### src/rtl/eeprom_i2c_defines.svh
// Purpose: Shared constants for the serial EEPROM two-wire target
// Assumes: Included by bare name from the design files
// Notes: Offsets, widths and timing counts only; types live in the package
`ifndef EEPROM_I2C_DEFINES_SVH
`define EEPROM_I2C_DEFINES_SVH

// =====================================================================
// Array geometry
`define EE_ADDR_W 13
`define EE_PAGE_BYTES 32
`define EE_PAGE_IDX_W 5
`define EE_HI_USED_W 5

// =====================================================================
// Target address byte fields
`define EE_TYPE_MSB 7
`define EE_TYPE_LSB 4
`define EE_CS_MSB 3
`define EE_CS_LSB 1
`define EE_RW_BIT 0
`define EE_BYTE_LAST 4'h7
`define EE_ACK_SLOT 4'h8

// =====================================================================
// Timing
`define EE_CLK_PERIOD_NS 20
`define EE_WRITE_TIME_NS 5000000
`define EE_WRITE_CYCLES (`EE_WRITE_TIME_NS / `EE_CLK_PERIOD_NS)

`endif

### src/rtl/eeprom_i2c_pkg.sv
// Purpose: Types for the serial EEPROM two-wire target
// Assumes: Constants come from eeprom_i2c_defines.svh
// Notes: Widths fixed at the array size of 8192 bytes
`include "eeprom_i2c_defines.svh"

// =====================================================================
// Package
package eeprom_i2c_pkg;
  typedef logic [`EE_ADDR_W-1:0] word_addr_t;
  typedef logic [7:0] byte_t;
  typedef logic [`EE_PAGE_IDX_W-1:0] page_idx_t;
  typedef enum logic [2:0] {
    ST_IDLE, ST_DEV, ST_HI, ST_LO, ST_WDATA, ST_RDATA, ST_PROG
  } state_t;
endpackage : eeprom_i2c_pkg

### src/rtl/serial_eeprom_i2c_target.sv
// Purpose: Two-wire target logic of an 8K x 8 serial EEPROM
// Assumes: Array read port answers memRdData for memAddr in the same cycle
// Notes: SCL and SDA are sampled by core_clk; the cell array is outside
//
// Contract
// - Page write starts as byte write and may carry up to 32 data bytes.
// - Each data byte is acked and only the low five address bits increment.
// - Page address past the last byte wraps to that page's first byte.
// - Over 32 bytes wrap the page buffer, overwriting earlier positions.
// - Stop after write data starts one programming cycle committing the page.
// - While programming, all bus inputs are ignored.
// - Address is not acked while programming; acked once finished.
// - Read begins like write with direction bit one; three read kinds.
// - Address counter holds last accessed byte address plus one.
// - Read-direction address is acked, then byte at counter shifted out.
// - Counter past the top returns the byte at location zero.
// - After repeated Start and read address, device sends addressed byte.
// - Each master ack in sequential read moves on to the next byte.
// - Sequential read wraps from array top to address zero seamlessly.
// - Address byte: four type bits, three chip-select bits, direction bit.
// - Byte write acks address byte, both address bytes, one data byte.
// - Any Start aborts a partial transfer and awaits an address byte.
`timescale 1ns/100ps
`include "eeprom_i2c_defines.svh"

module serial_eeprom_i2c_target #(
  // Arbitrary neutral device-type code, set per system
  parameter logic [3:0] DEV_TYPE = 4'h5,
  parameter int unsigned PROG_CYCLES = `EE_WRITE_CYCLES
) (
  // Clock and reset
  input wire logic core_clk,
  input wire logic sys_rst,
  // Two-wire bus
  input wire logic scl,
  input wire logic sdaIn,
  output logic sdaOut,
  output logic sdaOe,
  // Chip-select straps
  input wire logic chip_select_bit0,
  input wire logic chip_select_bit1,
  input wire logic chip_select_bit2,
  // Cell array port
  output eeprom_i2c_pkg::word_addr_t memAddr,
  input wire eeprom_i2c_pkg::byte_t memRdData,
  output logic memWrEn,
  output eeprom_i2c_pkg::word_addr_t memWrAddr,
  output eeprom_i2c_pkg::byte_t memWrData,
  // Status
  output logic busy
);
  import eeprom_i2c_pkg::*;

  // ===================================================================
  // Helpers
  // Page-internal increment keeps the page bits fixed
  function automatic word_addr_t pageInc(input word_addr_t a);
    pageInc = {a[`EE_ADDR_W-1:`EE_PAGE_IDX_W], page_idx_t'(a[`EE_PAGE_IDX_W-1:0] + 5'h01)};
  endfunction : pageInc

  // ===================================================================
  // Input synchronisers
  logic [1:0] sync1Reg;
  logic [1:0] sync2Reg;
  logic [1:0] lastReg;
  logic [2:0] csS1Reg;
  logic [2:0] csS2Reg;

  // Two stages per pin; logic reads the second stage and, for SCL and SDA, its delayed copy in lastReg
  always_ff @(posedge core_clk)
  begin
    if (sys_rst)
    begin
      sync1Reg <= 2'h3;
      sync2Reg <= 2'h3;
      lastReg <= 2'h3;
      csS1Reg <= 3'h0;
      csS2Reg <= 3'h0;
    end
    else
    begin
      sync1Reg <= {scl, sdaIn};
      sync2Reg <= sync1Reg;
      lastReg <= sync2Reg;
      csS1Reg <= {chip_select_bit2, chip_select_bit1, chip_select_bit0};
      csS2Reg <= csS1Reg;
    end
  end

  logic sclS;
  logic sdaS;
  logic sclRise;
  logic sclFall;
  logic startSeen;
  logic stopSeen;

  // Bus events; SDA moving while SCL is high marks Start or Stop
  assign sclS = sync2Reg[1];
  assign sdaS = sync2Reg[0];
  assign sclRise = sclS && !lastReg[1];
  assign sclFall = !sclS && lastReg[1];
  assign startSeen = sclS && lastReg[1] && lastReg[0] && !sdaS;
  assign stopSeen = sclS && lastReg[1] && !lastReg[0] && sdaS;

  // ===================================================================
  // Protocol engine state
  state_t state_reg, state_next;
  logic [3:0] bitCnt_reg, bitCnt_next;
  logic ackPhase_reg, ackPhase_next;
  logic goRead_reg, goRead_next;
  logic mAck_reg, mAck_next;
  byte_t shift_reg, shift_next;
  byte_t addrHi_reg, addrHi_next;
  word_addr_t addrCnt_reg, addrCnt_next;
  logic sdaOe_reg, sdaOe_next;
  logic pending_reg, pending_next;
  logic [`EE_ADDR_W-`EE_PAGE_IDX_W-1:0] pageBase_reg, pageBase_next;
  byte_t pageBuf_reg [`EE_PAGE_BYTES];
  byte_t pageBuf_next [`EE_PAGE_BYTES];
  logic [`EE_PAGE_BYTES-1:0] pageVal_reg, pageVal_next;
  logic [31:0] progCnt_reg, progCnt_next;
  logic memWrEn_reg, memWrEn_next;
  word_addr_t memWrAddr_reg, memWrAddr_next;
  byte_t memWrData_reg, memWrData_next;

  logic devHit;
  page_idx_t commitIdx;

  assign devHit = shift_reg[`EE_TYPE_MSB:`EE_TYPE_LSB] == DEV_TYPE &&
                  shift_reg[`EE_CS_MSB:`EE_CS_LSB] == csS2Reg;
  assign commitIdx = progCnt_reg[`EE_PAGE_IDX_W-1:0];

  // Next-state logic for the whole transfer engine
  always_comb
  begin
    state_next = state_reg;
    bitCnt_next = bitCnt_reg;
    ackPhase_next = ackPhase_reg;
    goRead_next = goRead_reg;
    mAck_next = mAck_reg;
    shift_next = shift_reg;
    addrHi_next = addrHi_reg;
    addrCnt_next = addrCnt_reg;
    sdaOe_next = sdaOe_reg;
    pending_next = pending_reg;
    pageBase_next = pageBase_reg;
    pageBuf_next = pageBuf_reg;
    pageVal_next = pageVal_reg;
    progCnt_next = progCnt_reg;
    memWrEn_next = 1'b0;
    memWrAddr_next = memWrAddr_reg;
    memWrData_next = memWrData_reg;
    if (state_reg == ST_PROG)
    begin
      // Bus is deaf here, so polling addresses get no ack
      if (progCnt_reg < `EE_PAGE_BYTES)
      begin
        memWrEn_next = pageVal_reg[commitIdx];
        memWrAddr_next = {pageBase_reg, commitIdx};
        memWrData_next = pageBuf_reg[commitIdx];
      end
      progCnt_next = progCnt_reg + 32'h1;
      if (progCnt_reg == 32'(PROG_CYCLES - 1))
      begin
        state_next = ST_IDLE;
        pending_next = 1'b0;
        pageVal_next = '0;
      end
    end
    else if (startSeen)
    begin
      // A Start always restarts the byte framing and drops unsent data
      state_next = ST_DEV;
      bitCnt_next = 4'h0;
      ackPhase_next = 1'b0;
      sdaOe_next = 1'b0;
      pending_next = 1'b0;
      pageVal_next = '0;
    end
    else if (stopSeen)
    begin
      sdaOe_next = 1'b0;
      ackPhase_next = 1'b0;
      if (pending_reg)
      begin
        state_next = ST_PROG;
        progCnt_next = 32'h0;
      end
      else
        state_next = ST_IDLE;
    end
    else if (state_reg == ST_RDATA)
    begin
      if (sclRise && bitCnt_reg == `EE_ACK_SLOT)
        mAck_next = !sdaS;
      else if (sclFall && bitCnt_reg < `EE_BYTE_LAST)
      begin
        shift_next = {shift_reg[6:0], 1'b0};
        sdaOe_next = !shift_reg[6];
        bitCnt_next = bitCnt_reg + 4'h1;
      end
      else if (sclFall && bitCnt_reg == `EE_BYTE_LAST)
      begin
        sdaOe_next = 1'b0; // Release for the master's ack slot
        bitCnt_next = `EE_ACK_SLOT;
      end
      else if (sclFall && bitCnt_reg == `EE_ACK_SLOT)
      begin
        if (mAck_reg)
        begin
          // Counter wraps naturally at the array top
          shift_next = memRdData;
          sdaOe_next = !memRdData[7];
          addrCnt_next = addrCnt_reg + 13'h1;
          bitCnt_next = 4'h0;
        end
        else
          state_next = ST_IDLE;
      end
    end
    else if (state_reg != ST_IDLE)
    begin
      if (sclRise && bitCnt_reg < `EE_ACK_SLOT && !ackPhase_reg)
      begin
        shift_next = {shift_reg[6:0], sdaS};
        bitCnt_next = bitCnt_reg + 4'h1;
      end
      else if (sclFall && bitCnt_reg == `EE_ACK_SLOT && !ackPhase_reg)
      begin
        // Whole byte in hand: decide the ack and its side effect
        ackPhase_next = 1'b1;
        sdaOe_next = 1'b1;
        case (state_reg)
          ST_DEV:
          begin
            sdaOe_next = devHit;
            goRead_next = shift_reg[`EE_RW_BIT];
          end
          ST_HI:
            addrHi_next = shift_reg;
          ST_LO:
          begin
            // Dummy write: loads the counter without data
            addrCnt_next = {addrHi_reg[`EE_HI_USED_W-1:0], shift_reg};
            pageBase_next = {addrHi_reg[`EE_HI_USED_W-1:0], shift_reg[7:5]};
            pageVal_next = '0;
          end
          ST_WDATA:
          begin
            // Later bytes at the same slot replace earlier ones
            pageBuf_next[addrCnt_reg[`EE_PAGE_IDX_W-1:0]] = shift_reg;
            pageVal_next[addrCnt_reg[`EE_PAGE_IDX_W-1:0]] = 1'b1;
            addrCnt_next = pageInc(addrCnt_reg);
            pending_next = 1'b1;
          end
          default:
            sdaOe_next = 1'b0;
        endcase
      end
      else if (sclFall && ackPhase_reg)
      begin
        ackPhase_next = 1'b0;
        bitCnt_next = 4'h0;
        sdaOe_next = 1'b0;
        case (state_reg)
          ST_DEV:
          begin
            if (!sdaOe_reg)
              state_next = ST_IDLE;
            else if (goRead_reg)
            begin
              // First byte comes from the counter, which then moves on
              state_next = ST_RDATA;
              mAck_next = 1'b0;
              shift_next = memRdData;
              sdaOe_next = !memRdData[7];
              addrCnt_next = addrCnt_reg + 13'h1;
            end
            else
              state_next = ST_HI;
          end
          ST_HI:
            state_next = ST_LO;
          ST_LO:
            state_next = ST_WDATA;
          ST_WDATA:
            state_next = ST_WDATA;
          default:
            state_next = ST_IDLE;
        endcase
      end
    end
  end

  // Registers of the transfer engine
  always_ff @(posedge core_clk)
  begin
    if (sys_rst)
    begin
      state_reg <= ST_IDLE;
      bitCnt_reg <= 4'h0;
      ackPhase_reg <= 1'b0;
      goRead_reg <= 1'b0;
      mAck_reg <= 1'b0;
      shift_reg <= 8'h00;
      addrHi_reg <= 8'h00;
      addrCnt_reg <= 13'h0000;
      sdaOe_reg <= 1'b0;
      pending_reg <= 1'b0;
      pageBase_reg <= 8'h00;
      pageVal_reg <= '0;
      progCnt_reg <= 32'h0;
      memWrEn_reg <= 1'b0;
      memWrAddr_reg <= 13'h0000;
      memWrData_reg <= 8'h00;
      for (int i = 0; i < `EE_PAGE_BYTES; i++)
        pageBuf_reg[i] <= 8'h00;
    end
    else
    begin
      state_reg <= state_next;
      bitCnt_reg <= bitCnt_next;
      ackPhase_reg <= ackPhase_next;
      goRead_reg <= goRead_next;
      mAck_reg <= mAck_next;
      shift_reg <= shift_next;
      addrHi_reg <= addrHi_next;
      addrCnt_reg <= addrCnt_next;
      sdaOe_reg <= sdaOe_next;
      pending_reg <= pending_next;
      pageBase_reg <= pageBase_next;
      pageVal_reg <= pageVal_next;
      progCnt_reg <= progCnt_next;
      memWrEn_reg <= memWrEn_next;
      memWrAddr_reg <= memWrAddr_next;
      memWrData_reg <= memWrData_next;
      pageBuf_reg <= pageBuf_next;
    end
  end

  // ===================================================================
  // Outputs, all straight from flops; SDA only ever pulls low
  logic zeroReg;
  logic busyReg;

  always_ff @(posedge core_clk)
  begin
    if (sys_rst)
    begin
      zeroReg <= 1'b0;
      busyReg <= 1'b0;
    end
    else
    begin
      zeroReg <= 1'b0;
      busyReg <= state_next == ST_PROG;
    end
  end

  assign sdaOut = zeroReg;
  assign sdaOe = sdaOe_reg;
  assign memAddr = addrCnt_reg;
  assign memWrEn = memWrEn_reg;
  assign memWrAddr = memWrAddr_reg;
  assign memWrData = memWrData_reg;
  assign busy = busyReg;

endmodule : serial_eeprom_i2c_target

### config.mk
export PLATFORM = sky130hd
export DESIGN_NAME = serial_eeprom_i2c_target
export DESIGN_NICKNAME = d
export VERILOG_FILES = /design/src/rtl/eeprom_i2c_pkg.sv /design/src/rtl/serial_eeprom_i2c_target.sv
export VERILOG_INCLUDE_DIRS = /design/src /design/src/rtl
export SDC_FILE = /design/constraint.sdc
export NUM_CORES = 1
export LEC_CHECK = 0
export ABC_AREA = 1
export BUFFER_PORTS_ARGS = -buffer_cell sky130_fd_sc_hd__buf_2
export CAP_MARGIN = 30
export CORE_MARGIN = 4
export CORE_UTILIZATION = 33
export CTS_CLUSTER_SIZE = 16
export DETAILED_ROUTE_END_ITERATION = 10
export PLACE_DENSITY = 0.5
export SETUP_SLACK_MARGIN = 0.05
export SLEW_MARGIN = 20
export SYNTH_ARGS = -nofsm -noshare
export SYNTH_HDL_FRONTEND = slang
export SYNTH_SLANG_ARGS = --single-unit
### constraint.sdc
create_clock -name core_clk -period 2.4 [get_ports core_clk]
set_input_delay 0.48 -clock core_clk [delete_from_list [all_inputs] [get_ports core_clk]]
set_output_delay 0.48 -clock core_clk [all_outputs]
set_load 0.05 [all_outputs]
Word-level counts from Yosys, hierarchy flattened:

Index checks and enable logic that the tools add are counted.

* bits in latches: 0
* memory bits (read-only): 0
* register bits after elaboration: 401
* logic and storage cells: 310
* memories: 0
* memory bits (writable): 0

* mux-type cells: 121
* add/sub/neg operators: 4
* shift-type cells: 0
* bitwise gates (word level): 9
* reduce and logical (&&, ||, !) cells: 69
* eq/ne operators: 43
* $lt $le $gt $ge: 9
* div/mod/pow operators: 0
* multipliers: 0

Operator list (number)
* 32-bit two-way mux: 12
* 256-bit bitwise mux: 1
* 13-bit two-way mux: 13
* 8-bit two-way mux: 16
* 32-bit case mux with 2 select lines: 1
* 3-bit two-way mux: 17
* 4-bit two-way mux: 12
* 1-bit two-way mux: 42
* 3-bit nonzero test: 14
* 8-bit binary-select mux with 5-bit select: 1
* 8-bit demux with 5-bit select: 1
* 8-bit AND reduction: 5
* 32-bit by 1-bit adder with 32-bit output (second input constant): 1
* 32-bit by 18-bit == test with 1-bit output (second input constant): 1
* 32-bit by 6-bit less-than comparator with 1-bit output (second input constant): 1
* 32-bit OR: 1
* 13-bit case mux with 2 select lines: 1
* 3-bit != test (second input constant): 8
* 7-bit AND reduction: 3
* 1-bit logical AND: 18
* 16-bit AND reduction: 1
* 4-bit nonzero test: 4
* 15-bit AND reduction: 1
* 2-bit != test (second input constant): 7
* 40 further kinds: 73

Longest topological paths before layout:

Gate-level depths: netlist (run 1).

* depth after elaboration: 13
* gate-level depth with buffers: 14
* gate-level depth less buffers: 13

Worst setup path after synthesis (run 1):

No wires, ideal clock.

* kind: reg-to-reg
* start point: register addrCnt_reg[0] (netlist: memAddr[0])
* end point: register pageBuf_reg[135] in the netlist's numbering
* slack: 0.235 ns
* cell stages (with the launch flop): 11
* setup time: 0.070 ns
* arrival time: 2.095 ns
* clock period less this slack: 2.165 ns
* required time: 2.330 ns
* path through: dfxtp_1 -> ha_1 -> inv_1 -> nor2_1 -> inv_1 -> nor2_1 -> inv_1 -> nor2_2 -> buf_2 -> o21ai_1 -> a21oi_1

* longest elaborated chain between the ends: 6
* elaborated cells on any way between the ends: 7

Ends and longest elaborated chain
* start, declared: line serial_eeprom_i2c_target.sv:114 `word_addr_t addrCnt_reg, addrCnt_next;`
* start signal, assigned: line serial_eeprom_i2c_target.sv:328 `addrCnt_reg <= addrCnt_next;`
* 5-bit NOT with 6-bit output *: line serial_eeprom_i2c_target.sv:251 `` pageBuf_next[addrCnt_reg[`EE_PAGE_IDX_W-1:0]] = shift_reg; ``
* 6-bit greater-or-equal comparator / 6-bit by 1-bit less-than comparator with 1-bit output (equally long branches): line serial_eeprom_i2c_target.sv:251
* 1-bit logical AND: line serial_eeprom_i2c_target.sv:251
* 8-bit two-way mux: line serial_eeprom_i2c_target.sv:251
* 8-bit demux with 5-bit select *: line serial_eeprom_i2c_target.sv:251
* 256-bit bitwise mux *: line serial_eeprom_i2c_target.sv:251
* end signal, assigned: line serial_eeprom_i2c_target.sv:337 `pageBuf_reg <= pageBuf_next;`
* end, declared: line serial_eeprom_i2c_target.sv:118 `` byte_t pageBuf_reg [`EE_PAGE_BYTES]; ``

Mark *: on every way between the ends. The rest lies on a longest branch, timed or not.
A chain may end at the register's enable or synchronous reset.

Worst setup path after layout (run 1):

* start point: register progCnt_reg[1]
* end point: register memWrData_reg[1] (netlist: memWrData[1])

* longest elaborated chain between the ends: 4
* elaborated cells on any way between the ends: 6

Ends and longest elaborated chain
* start, declared: line serial_eeprom_i2c_target.sv:121 `logic [31:0] progCnt_reg, progCnt_next;`
* start signal, assigned: line serial_eeprom_i2c_target.sv:333 `progCnt_reg <= progCnt_next;`
* branches (longest 4 deep; another with 32-bit by 6-bit less-than comparator with 1-bit output)
* end signal, assigned: line serial_eeprom_i2c_target.sv:336 `memWrData_reg <= memWrData_next;`
* end, declared: line serial_eeprom_i2c_target.sv:124 `byte_t memWrData_reg, memWrData_next;`

Parallel ways; which one is timed is not known. The select of a mux whose other input is x is not followed.

==> summary.txt, run 1 <==
Adder-Cell Fraction of Synth Area: 0.440%
Synth area leaders: dfxtp_1 (40%), nand2_1 (11%), a21oi_1 (8.1%)
Pwr per Cell Area: 633 nW/µm²
Post-route ant nets: 0
Initial DRC Count: 1388
Crit path time final: 2140 ps
Worst setup path class: flip-flop to flip-flop
Commonest register cell after synthesis: dfxtp_1
Nets@finish: 3026
Peak VDD IR: 0.514 mV
CTS tree: yes
Htree depth: 2
Core area: 59400 µm²
Grt total ovfl: 0
Final worst path period share: 89.3%
Placed wire-length estimate: 45600 µm
LEAKAGE: 9.08 nW
Initial antenna violation count: 0
Async SR Flop Fraction: 0%
Layout area overhead: 14.0%
Worst Path Arrival: 2680 ps
Placed cell areas: 21100 µm²
Gp weighted congestion: 0.889
Post-synthesis mux area share: 0%
Via-to-Cell Ratio: 5.09
Vias in the first global route: 18432
Tightest Hold Check Type: primary input to flip-flop
Die area: 64400 µm²
Worst-case hold path end point: sync1Reg[0]
Synth Area in Simple Gates: 29.0%
Final hold viol count: 0
Commonest cells post-synth: nand2_1 (588), dfxtp_1 (401), inv_1 (360)
Critical path origin: progCnt_reg[1]
Worst reg2reg path endpoint: memWrData[1]
Hold depth: 2
Max Fanout on Critical Path: 48
XOR/XNOR Fraction of Synth Area: 0.264%
Switch Pwr: 0.00327 W
Clock power share: 51.1%
Hold_buf cts: 0
Filler cells: 6370
Largest register FFs: 256
First-pass GRT wire length: 107000 µm
TNS Setup: 0 ps
Worst Reg-to-Reg Cells: 10
Status: completed
Detailed Routing Iterations Pass 1: 6
Crit. End Element: flip-flop
R2R Setup Slk: 260 ps
Slew Limit Fails: 0
Worst Hold Launch: sdaIn
Final setup vio count: 0
Critical path launch point type: flip-flop
Std-Cell Rows: 89
Max clock buf depth: 3
RSZ-0062 raised after global routing: false
Worst Tran Pin Value: 707 ps
Die X: 254 µm
WL per Instance: 18.1 µm
Sequential share of power: 46.5%
Combinational share of power: 2.4%
Fraction of layout cells with a size suffix above 1: 10.9%
MaxCap Viol Count: 0
Height of the die: 254 µm
Syn Inst Count: 3009
Number of synthesized flops with an enable pin: 0
Average size of a mapped cell: 6.62 µm²
Most frequent cell after synthesis: nand2_1
Internal Pwr Total: 0.0111 W
Vias: 19413
Synthesized flop and latch total: 401
Port bufs: 51
Max Clk Rate: 0.467 GHz
Yosys warnings: 0
Clk_skew: 28.1 ps
Yosys top cell area share: 40.3%
Synth Area in Compound Gates: 18.6%
Max_slew headroom: 52.9%
Starting Density: 33.6%
Largest family of logic cells by synthesized area: simple AND/OR/NAND/NOR gates
Largest area contributor in the netlist: dfxtp_1
Total track usage: 21.1%
DRC violations left: 0
CP Data Required Time: 2940 ps
Design area: 22700 µm²
Clock latency on the worst-skew pair: 610 ps
TritonCTS Buffers: 47
CTS sink cnt: 401
Sequential-to-total area share from yosys stat: 40.3%
Largest net degree at the start of global routing: 71
Worst reg2reg path startpoint: progCnt_reg[1]
Antenna cells: 0
Mapped Nets: 3031
Synth Cell Area: 19900 µm²
Worst-path clk slew: 60 ps
Drt total wl: 68900 µm
Synth cell types: 42
Ports: 53
Clock Root Buffer: clkbuf_16
Sw Ratio: 22.7%
-- worst max path at each step --
stage                             endpoint  cells past startpoint
final                         memWrData[1]                     10
after global routing       pageVal_reg[31]                     11
after global placement          memAddr[1]                     13
after detailed placement       memAddr[10]                     12
after CTS                      memAddr[10]                     12
after floorplan           pageBuf_reg[135]                     10
-- area by class of cell --
cell class / instances / area (µm²) / area share [%]
Multi-Input combinational cell: 2039 / 9630 / 42.4
Sequential cell: 401 / 8030 / 35.4
Clock buffer: 66 / 1380 / 6.06
Clock inverter: 18 / 210 / 0.925
Tap cell: 773 / 967 / 4.26
Timing Repair Buffer: 137 / 1080 / 4.74
Inverter: 378 / 1420 / 6.27
-- what timing repair did --
| item | in CTS | in global routing |
|---|---|---|
| endpoints found under the setup margin | 0 | 21 |
| buffers inserted | 0 | 2 |
| resized for setup | 0 | 2 |
-- placed cells by master, fill, tap and decap left out, types with 3 or more instances in the layout --
master and count:
inv_1 358, dfxtp_1 399, clkbuf_1 6, nand2_2 4, a211oi_1 10, clkbuf_8 13, o211ai_1 13, buf_12 14
a21oi_1 321, nand3b_1 4, clkbuf_16 47, nor2_1 290, nand4_1 12, nor2_2 16, o21bai_1 21, nor3_1 26
or2_2 42, a221oi_1 4, o21ai_1 35, nand3_1 307, inv_2 18, clkinv_2 10, xor2_1 4, nand3_2 5
bufinv_16 3, ha_1 7, o21ai_0 293, nand2_1 587, nor2_4 20, buf_2 51, buf_4 72
-- per-stage QoR --
step                utilization (%)  setup slack, ps  cells  total power [W]  hold WS (ps)
global route                   38.3             55.8   3812           0.0149          74.0
global placement               35.6              218   3726          0.00717           402
floorplan                         -              235   3009          0.00705           388
finish                         38.3              257   3812           0.0144          81.0
CTS                            38.2              175   3810           0.0146          46.8
detailed placement             35.6              198   3726          0.00717           393
-- critical path, stage by stage (launching register included) --
cell,delay [ps]
dfxtp_2,340
buf_12,190
nand2_1,340
clkinv_1,450
nand2_1,150
nand3_1,80
nand3_1,210
nand3_1,120
nand3_1,80
nand2_1,50
inv_1,60
-- routing by layer --
metal  wire length, µm  up-vias  GRT usage, %
li1                  -     9688             -
met4              2180        0          7.15
met3              3670      121          2.93
met5                 0        -             0
met1             32200     9088          29.4
met2             30800      516          33.8
-- logic make-up after synthesis --
kind of cell             count (synthesis)
AO/OA/AOI/OAI                          708
XOR/XNOR                                 6
adder cells (fa/ha/maj)                  7
buffers and inverters                  569
flip-flops                             401
other                                    1
AND/OR/NAND/NOR                       1317
-- power groups by stage --
stage | registers [W] | logic (W) | clock network (W)
after floorplan | 0.00683 | 0.000223 | 0
after global placement | 0.00683 | 0.000340 | 0
after detailed placement | 0.00683 | 0.000340 | 0
after CTS | 0.00668 | 0.000341 | 0.00757
after global routing | 0.00668 | 0.000375 | 0.00783
final | 0.00668 | 0.000341 | 0.00734
No activity file was read; power rests on OpenSTA's default activity.
==> run 2, diff against run 1 <==
- CELL_PAD_IN_SITES_DETAIL_PLACEMENT: not set -> 2
- CELL_PAD_IN_SITES_GLOBAL_PLACEMENT: not set -> 2
- PLACE_DENSITY: 0.5 -> 0.77
==> summary.txt, run 2 (synthesized netlist as in run 1, its figures left out) <==
Clock latency on the worst-skew pair: 610 ps (about the same)
Max Clk Rate: 0.458 GHz (-1.9%)
Hold_buf cts: 0 (unchanged)
Max_slew headroom: 48.6% (-4.3 points)
Crit. End Element: flip-flop
DRC violations left: 0 (unchanged)
Max Fanout on Critical Path: 28 (-42%)
Nets@finish: 3049 (+0.76%)
Fraction of layout cells with a size suffix above 1: 11.4% (+0.58 points)
Crit-path cells: inv_1 -> ha_1 -> nand3_1 -> nor2_2 -> nand3_2 -> buf_12 -> nor2_2 -> buf_4 -> o21ai_0 -> a21oi_1
CTS tree: yes
Vias: 20555 (+5.9%)
Largest net degree at the start of global routing: 87 (+23%)
Die X: 254 µm (unchanged)
Critical-path cell with the highest stage delay: dfxtp_1
Grt total ovfl: 0 (unchanged)
Height of the die: 254 µm (unchanged)
Status: completed
Worst Path Arrival: 2710 ps (+30 ps)
Die area: 64400 µm² (unchanged)
TritonCTS Buffers: 49 (+4.3%)
Detailed Routing Iterations Pass 1: 5 (-1)
Clk_skew: 16.6 ps (-11.4 ps)
Total track usage: 25.4% (+4.3 points)
MaxCap Viol Count: 0 (unchanged)
Antenna cells: 0 (unchanged)
Final setup vio count: 0 (unchanged)
Starting Density: 33.6% (unchanged)
Most frequent cells in the layout: nand2_1 (583), dfxtp_1 (397), inv_1 (358)
Placed cell areas: 21100 µm² (+0.14%)
Commonest non-fill, non-tap cell in the layout: nand2_1
Crit path time final: 2180 ps (+41.7 ps)
Final worst path period share: 91.0% (+1.7 points)
Gp weighted congestion: 0.859 (-3.4%)
Drt total wl: 83100 µm (+21%)
Critical path origin: bitCnt_reg[0]
Pwr per Cell Area: 630 nW/µm² (-0.45%)
Largest register FFs: 256 (unchanged)
Initial DRC Count: 1046 (-25%)
Final hold viol count: 0 (unchanged)
Initial antenna violation count: 1 (+1)
Tightest Hold Check Type: primary input to flip-flop
Layout area overhead: 14.9%
DP Cell Count: 3736 (+0.27%)
Worst Hold Launch: scl
Worst Tran Pin Value: 770 ps (+63.3 ps)
Design area: 22900 µm² (+0.78%)
WL per Instance: 21.7 µm (+20%)
LEAKAGE: 9.15 nW (+0.85%)
Std-Cell Rows: 89 (unchanged)
Ports: 53 (unchanged)
Port bufs: 51 (unchanged)
RSZ-0062 raised after global routing: true
Slew Limit Fails: 0 (unchanged)
CP max stage delay: 340 ps (-110 ps)
TNS Setup: 0 ps (unchanged)
Critical path launch point type: flip-flop
Post-route ant nets: 0 (unchanged)
Max clock buf depth: 3 (unchanged)
Via-to-Cell Ratio: 5.36 (+5.3%)
Worst setup path class: flip-flop to flip-flop
First-pass GRT wire length: 129000 µm (+20%)
Clock Root Buffer: clkbuf_16
CTS sink cnt: 401 (unchanged)
Htree depth: 2 (unchanged)
WHS: 60.7 ps (-20.3 ps)
Placed wire-length estimate: 56000 µm (+23%)
Vias in the first global route: 22296 (+21%)
Core area: 59400 µm² (unchanged)
CP Data Required Time: 2930 ps (about the same)
Worst reg2reg path startpoint: bitCnt_reg[0]
Layout Cells excl Fill: 3834 (+0.58%)
Peak VDD IR: 0.527 mV (+2.4%)
Worst-path clk slew: 60 ps (about the same)
CP most frequent cell: nor2_2
==> run 2: layout make-up <==
class,count,area (µm²)
sequential,401,8040
multi-input combinational,2039,9650
clock buffer,73,1410
fill,7151,36500
tap,773,967
clock inverter,12,141
timing repair buffer,158,1260
inverter,378,1430
==> run 2: through the flow <==
step / total power, W / utilization [%] / setup WS, ps
2_1_floorplan: 0.00705 / - / 235
3_3_place_gp: 0.00716 / 35.6 / 200
5_1_grt: 0.0149 / 38.6 / 48.7
3_5_place_dp: 0.00718 / 35.6 / 36.4
6_report: 0.0144 / 38.6 / 215
4_1_cts: 0.0146 / 38.2 / 51.5
==> run 2: final timing paths <==
kind	depth (start not counted)	to	slack (ps)
max	10	pageBuf_reg[157]	220
min	2	sync1Reg[1]	60
min reg2reg	1	sync2Reg[1]	410
max reg2reg	10	pageBuf_reg[157]	220
==> run 2: where the power goes <==
part           internal (W)  leakage (nW)  switching [W]
clock               0.00426         0.754        0.00313
combinational     0.0000972          5.17       0.000247
sequential          0.00667          3.23      0.0000152
==> run 2: critical path, delay by kind of cell, from the launching register on <==
kind | cells | cell delay, ps
buf+inv | 3 | 570
simple gates | 4 | 670
flops | 1 | 340
fa+ha+maj | 1 | 190
compound gates | 2 | 280
==> run 2: repair_timing <==
action | 4_1_cts | 5_1_grt
setup endpoints to repair | 3 | 121
resized for setup | 1 | 10
buffers inserted | 0 | 13
pin swaps | 0 | 11
==> run 2: per-layer routing <==
| layer | part of all wire (%) | GRT usage, % | wire length (µm) | vias up |
|---|---|---|---|---|
| li1 | - | - | - | 9724 |
| met1 | 45 | 32.5 | 37000 | 10321 |
| met2 | 48 | 44.2 | 40100 | 356 |
| met3 | 4.0 | 4.14 | 3350 | 152 |
| met4 | 3.2 | 7.54 | 2660 | 2 |
| met5 | 0.013 | 0 | 11 | - |
==> run 3, diff against run 2 <==
- REMOVE_ABC_BUFFERS: not set -> 1
==> summary.txt, run 3 (synthesized netlist as in run 1, its figures left out) <==
Crit-path cells: inv_1 -> ha_1 -> nand3_1 -> nor2_2 -> nand3_2 -> buf_12 -> nor2_4 -> o21ai_0 -> a21oi_1
Clock Root Buffer: clkbuf_16
TritonCTS Buffers: 49 (unchanged)
Worst Reg-to-Reg Cells: 9 (-1)
Clock power share: 53.3% (+2.1 points)
R2R Setup Slk: 160 ps (-50 ps)
Sw Ratio: 22.6% (-0.92 points)
Largest net degree at the start of global routing: 122 (+40%)
CTS sink cnt: 401 (unchanged)
Critical-path cell with the highest stage delay: nor2_4
Total track usage: 25.1% (-0.24 points)
Pwr per Cell Area: 652 nW/µm² (+3.6%)
Final worst path period share: 93.2% (+2.1 points)
Initial DRC Count: 1296 (+24%)
Peak VDD IR: 0.491 mV (-6.8%)
Hold_buf cts: 0 (unchanged)
Sequential share of power: 44.4% (-2.0 points)
Largest register FFs: 256 (unchanged)
Max clock buf depth: 3 (unchanged)
Starting Density: 33.6% (unchanged)
LEAKAGE: 9.24 nW (+0.94%)
First-pass GRT wire length: 128000 µm (-0.74%)
Combinational share of power: 2.3% (about the same)
Antenna cells: 0 (unchanged)
Crit. End Element: flip-flop
Fraction of layout cells with a size suffix above 1: 11.3% (-0.094 points)
Nets@finish: 3036 (-0.43%)
Worst Path Arrival: 2770 ps (+60 ps)
Worst reg2reg path endpoint: pageBuf_reg[113]
Max Clk Rate: 0.447 GHz (-2.3%)
Worst setup path class: flip-flop to flip-flop
Most frequent cells in the layout: nand2_1 (584), dfxtp_1 (398), inv_1 (358)
Critical path launch point type: flip-flop
Critical path origin: bitCnt_reg[0]
Internal Pwr Total: 0.0116 W (+5.6%)
Std-Cell Rows: 89 (unchanged)
Port bufs: 51 (unchanged)
Ports: 53 (unchanged)
Critical path depth in cells: 9 (-1)
Worst-path clk slew: 60 ps (about the same)
Crit path time final: 2240 ps (+51.5 ps)
CP Data Required Time: 2930 ps (about the same)
Vias: 20405 (-0.73%)
Height of the die: 254 µm (unchanged)
Max_slew headroom: 51.3% (+2.7 points)
Tightest Hold Check Type: primary input to flip-flop
MaxCap Viol Count: 0 (unchanged)
Final setup vio count: 0 (unchanged)
CP delay by family, top: simple AND/OR/NAND/NOR gates
Clock latency on the worst-skew pair: 620 ps (about the same)
Htree depth: 2 (unchanged)
Post-route ant nets: 0 (unchanged)
Placed wire-length estimate: 54400 µm (-2.9%)
DRC violations left: 0 (unchanged)
Clk_skew: 28.0 ps (+11.4 ps)
Worst reg2reg path startpoint: bitCnt_reg[0]
CP max stage delay: 370 ps (+30 ps)
Bufs and invs on worst path: 2 (-1)
WL per Instance: 21.6 µm (-0.25%)
Die X: 254 µm (unchanged)
Grt total ovfl: 0 (unchanged)
Die area: 64400 µm² (unchanged)
Initial antenna violation count: 0 (-1)
Via-to-Cell Ratio: 5.34 (-0.47%)
Worst Tran Pin Value: 729 ps (-40.8 ps)
WHS: 69.0 ps (+8.34 ps)
Vias in the first global route: 22172 (-0.56%)
Switch Pwr: 0.00340 W (+0.28%)
Max Fanout on Critical Path: 28 (unchanged)
Final core occ: 38.9% (+0.29 points)
Final hold viol count: 0 (unchanged)
Gp weighted congestion: 0.881 (+2.7%)
Commonest non-fill, non-tap cell in the layout: nand2_1
Core area: 59400 µm² (unchanged)
Status: completed
Detailed Routing Iterations Pass 1: 5 (unchanged)
Layout area overhead: 15.7%
Drt total wl: 82700 µm (-0.51%)
CP endpoint: pageBuf_reg[113]
CTS tree: yes
Slew Limit Fails: 0 (unchanged)
[run 3: cell types whose count changed in the layout (fill, tap and decap cells not counted), sizes merged]
cell and delta:
bufinv +3, buf -13, clkinvlp -2, clkbuf +5
inv -3
[run 3: per-layer routing]
metal	wire length (µm)	up-vias	global-route usage, %
met5	0	-	0
met4	2030	0	6.22
met3	2740	115	3.49
met2	40700	298	44.9
met1	37200	10306	32.1
li1	-	9686	-
[run 3: power by group through the flow]
| stage | Sequential, W | Combinational (W) | Clock [W] |
|---|---|---|---|
| after floorplan | 0.00683 | 0.000195 | 0 |
| after global placement | 0.00683 | 0.000325 | 0 |
| after detailed placement | 0.00683 | 0.000337 | 0 |
| after CTS | 0.00669 | 0.000341 | 0.00818 |
| after global routing | 0.00668 | 0.000380 | 0.00848 |
| final | 0.00669 | 0.000344 | 0.00801 |
[run 3: timing repair]
action | 4_1_cts | 5_1_grt
endpoints found under the setup margin | 1 | 124
hold endpoints to repair | 0 | 0
gates resized for setup | 1 | 14
pin swaps | 0 | 10
setup buffers | 0 | 13
[run 3: worst min-delay path by stage]
stage                     from     endpoint  slack, ps  depth (start not counted)
global placement    csS1Reg[2]   csS2Reg[2]        400                          2
finish                   sdaIn  sync1Reg[0]         70                          2
CTS                      sdaIn  sync1Reg[0]         40                          2
global route             sdaIn  sync1Reg[0]         60                          2
detailed placement  csS1Reg[2]   csS2Reg[2]        400                          2
floorplan           csS1Reg[0]   csS2Reg[0]        390                          2
[run 3: worst reg2reg max path: cells and delay by family (launching register included)]
family / cells / cell delay, ps
buf+inv: 2 / 330
simple gates: 4 / 960
fa+ha+maj: 1 / 170
flops: 1 / 340
compound gates: 2 / 360
[run 3: stage by stage]
step	cells	area (µm²)	setup TNS, ps	power, W	worst slack [ps]
2_1_floorplan	2818	19100	-835570	0.00703	-4140
3_3_place_gp	3723	21100	0	0.00716	197
3_5_place_dp	3723	21100	0	0.00717	76.1
4_1_cts	3811	22800	0	0.0152	91.6
5_1_grt	3824	23100	-3.31	0.0155	-3.31
6_report	3824	23100	0	0.0150	164
[run 3: layout make-up]
class,instances,area [µm²]
multi-input combinational,2039,9680
inverter,378,1430
sequential,401,8030
clock inverter,10,201
clock buffer,78,1530
timing repair buffer,145,1220
tap,773,967
fill,7039,36300
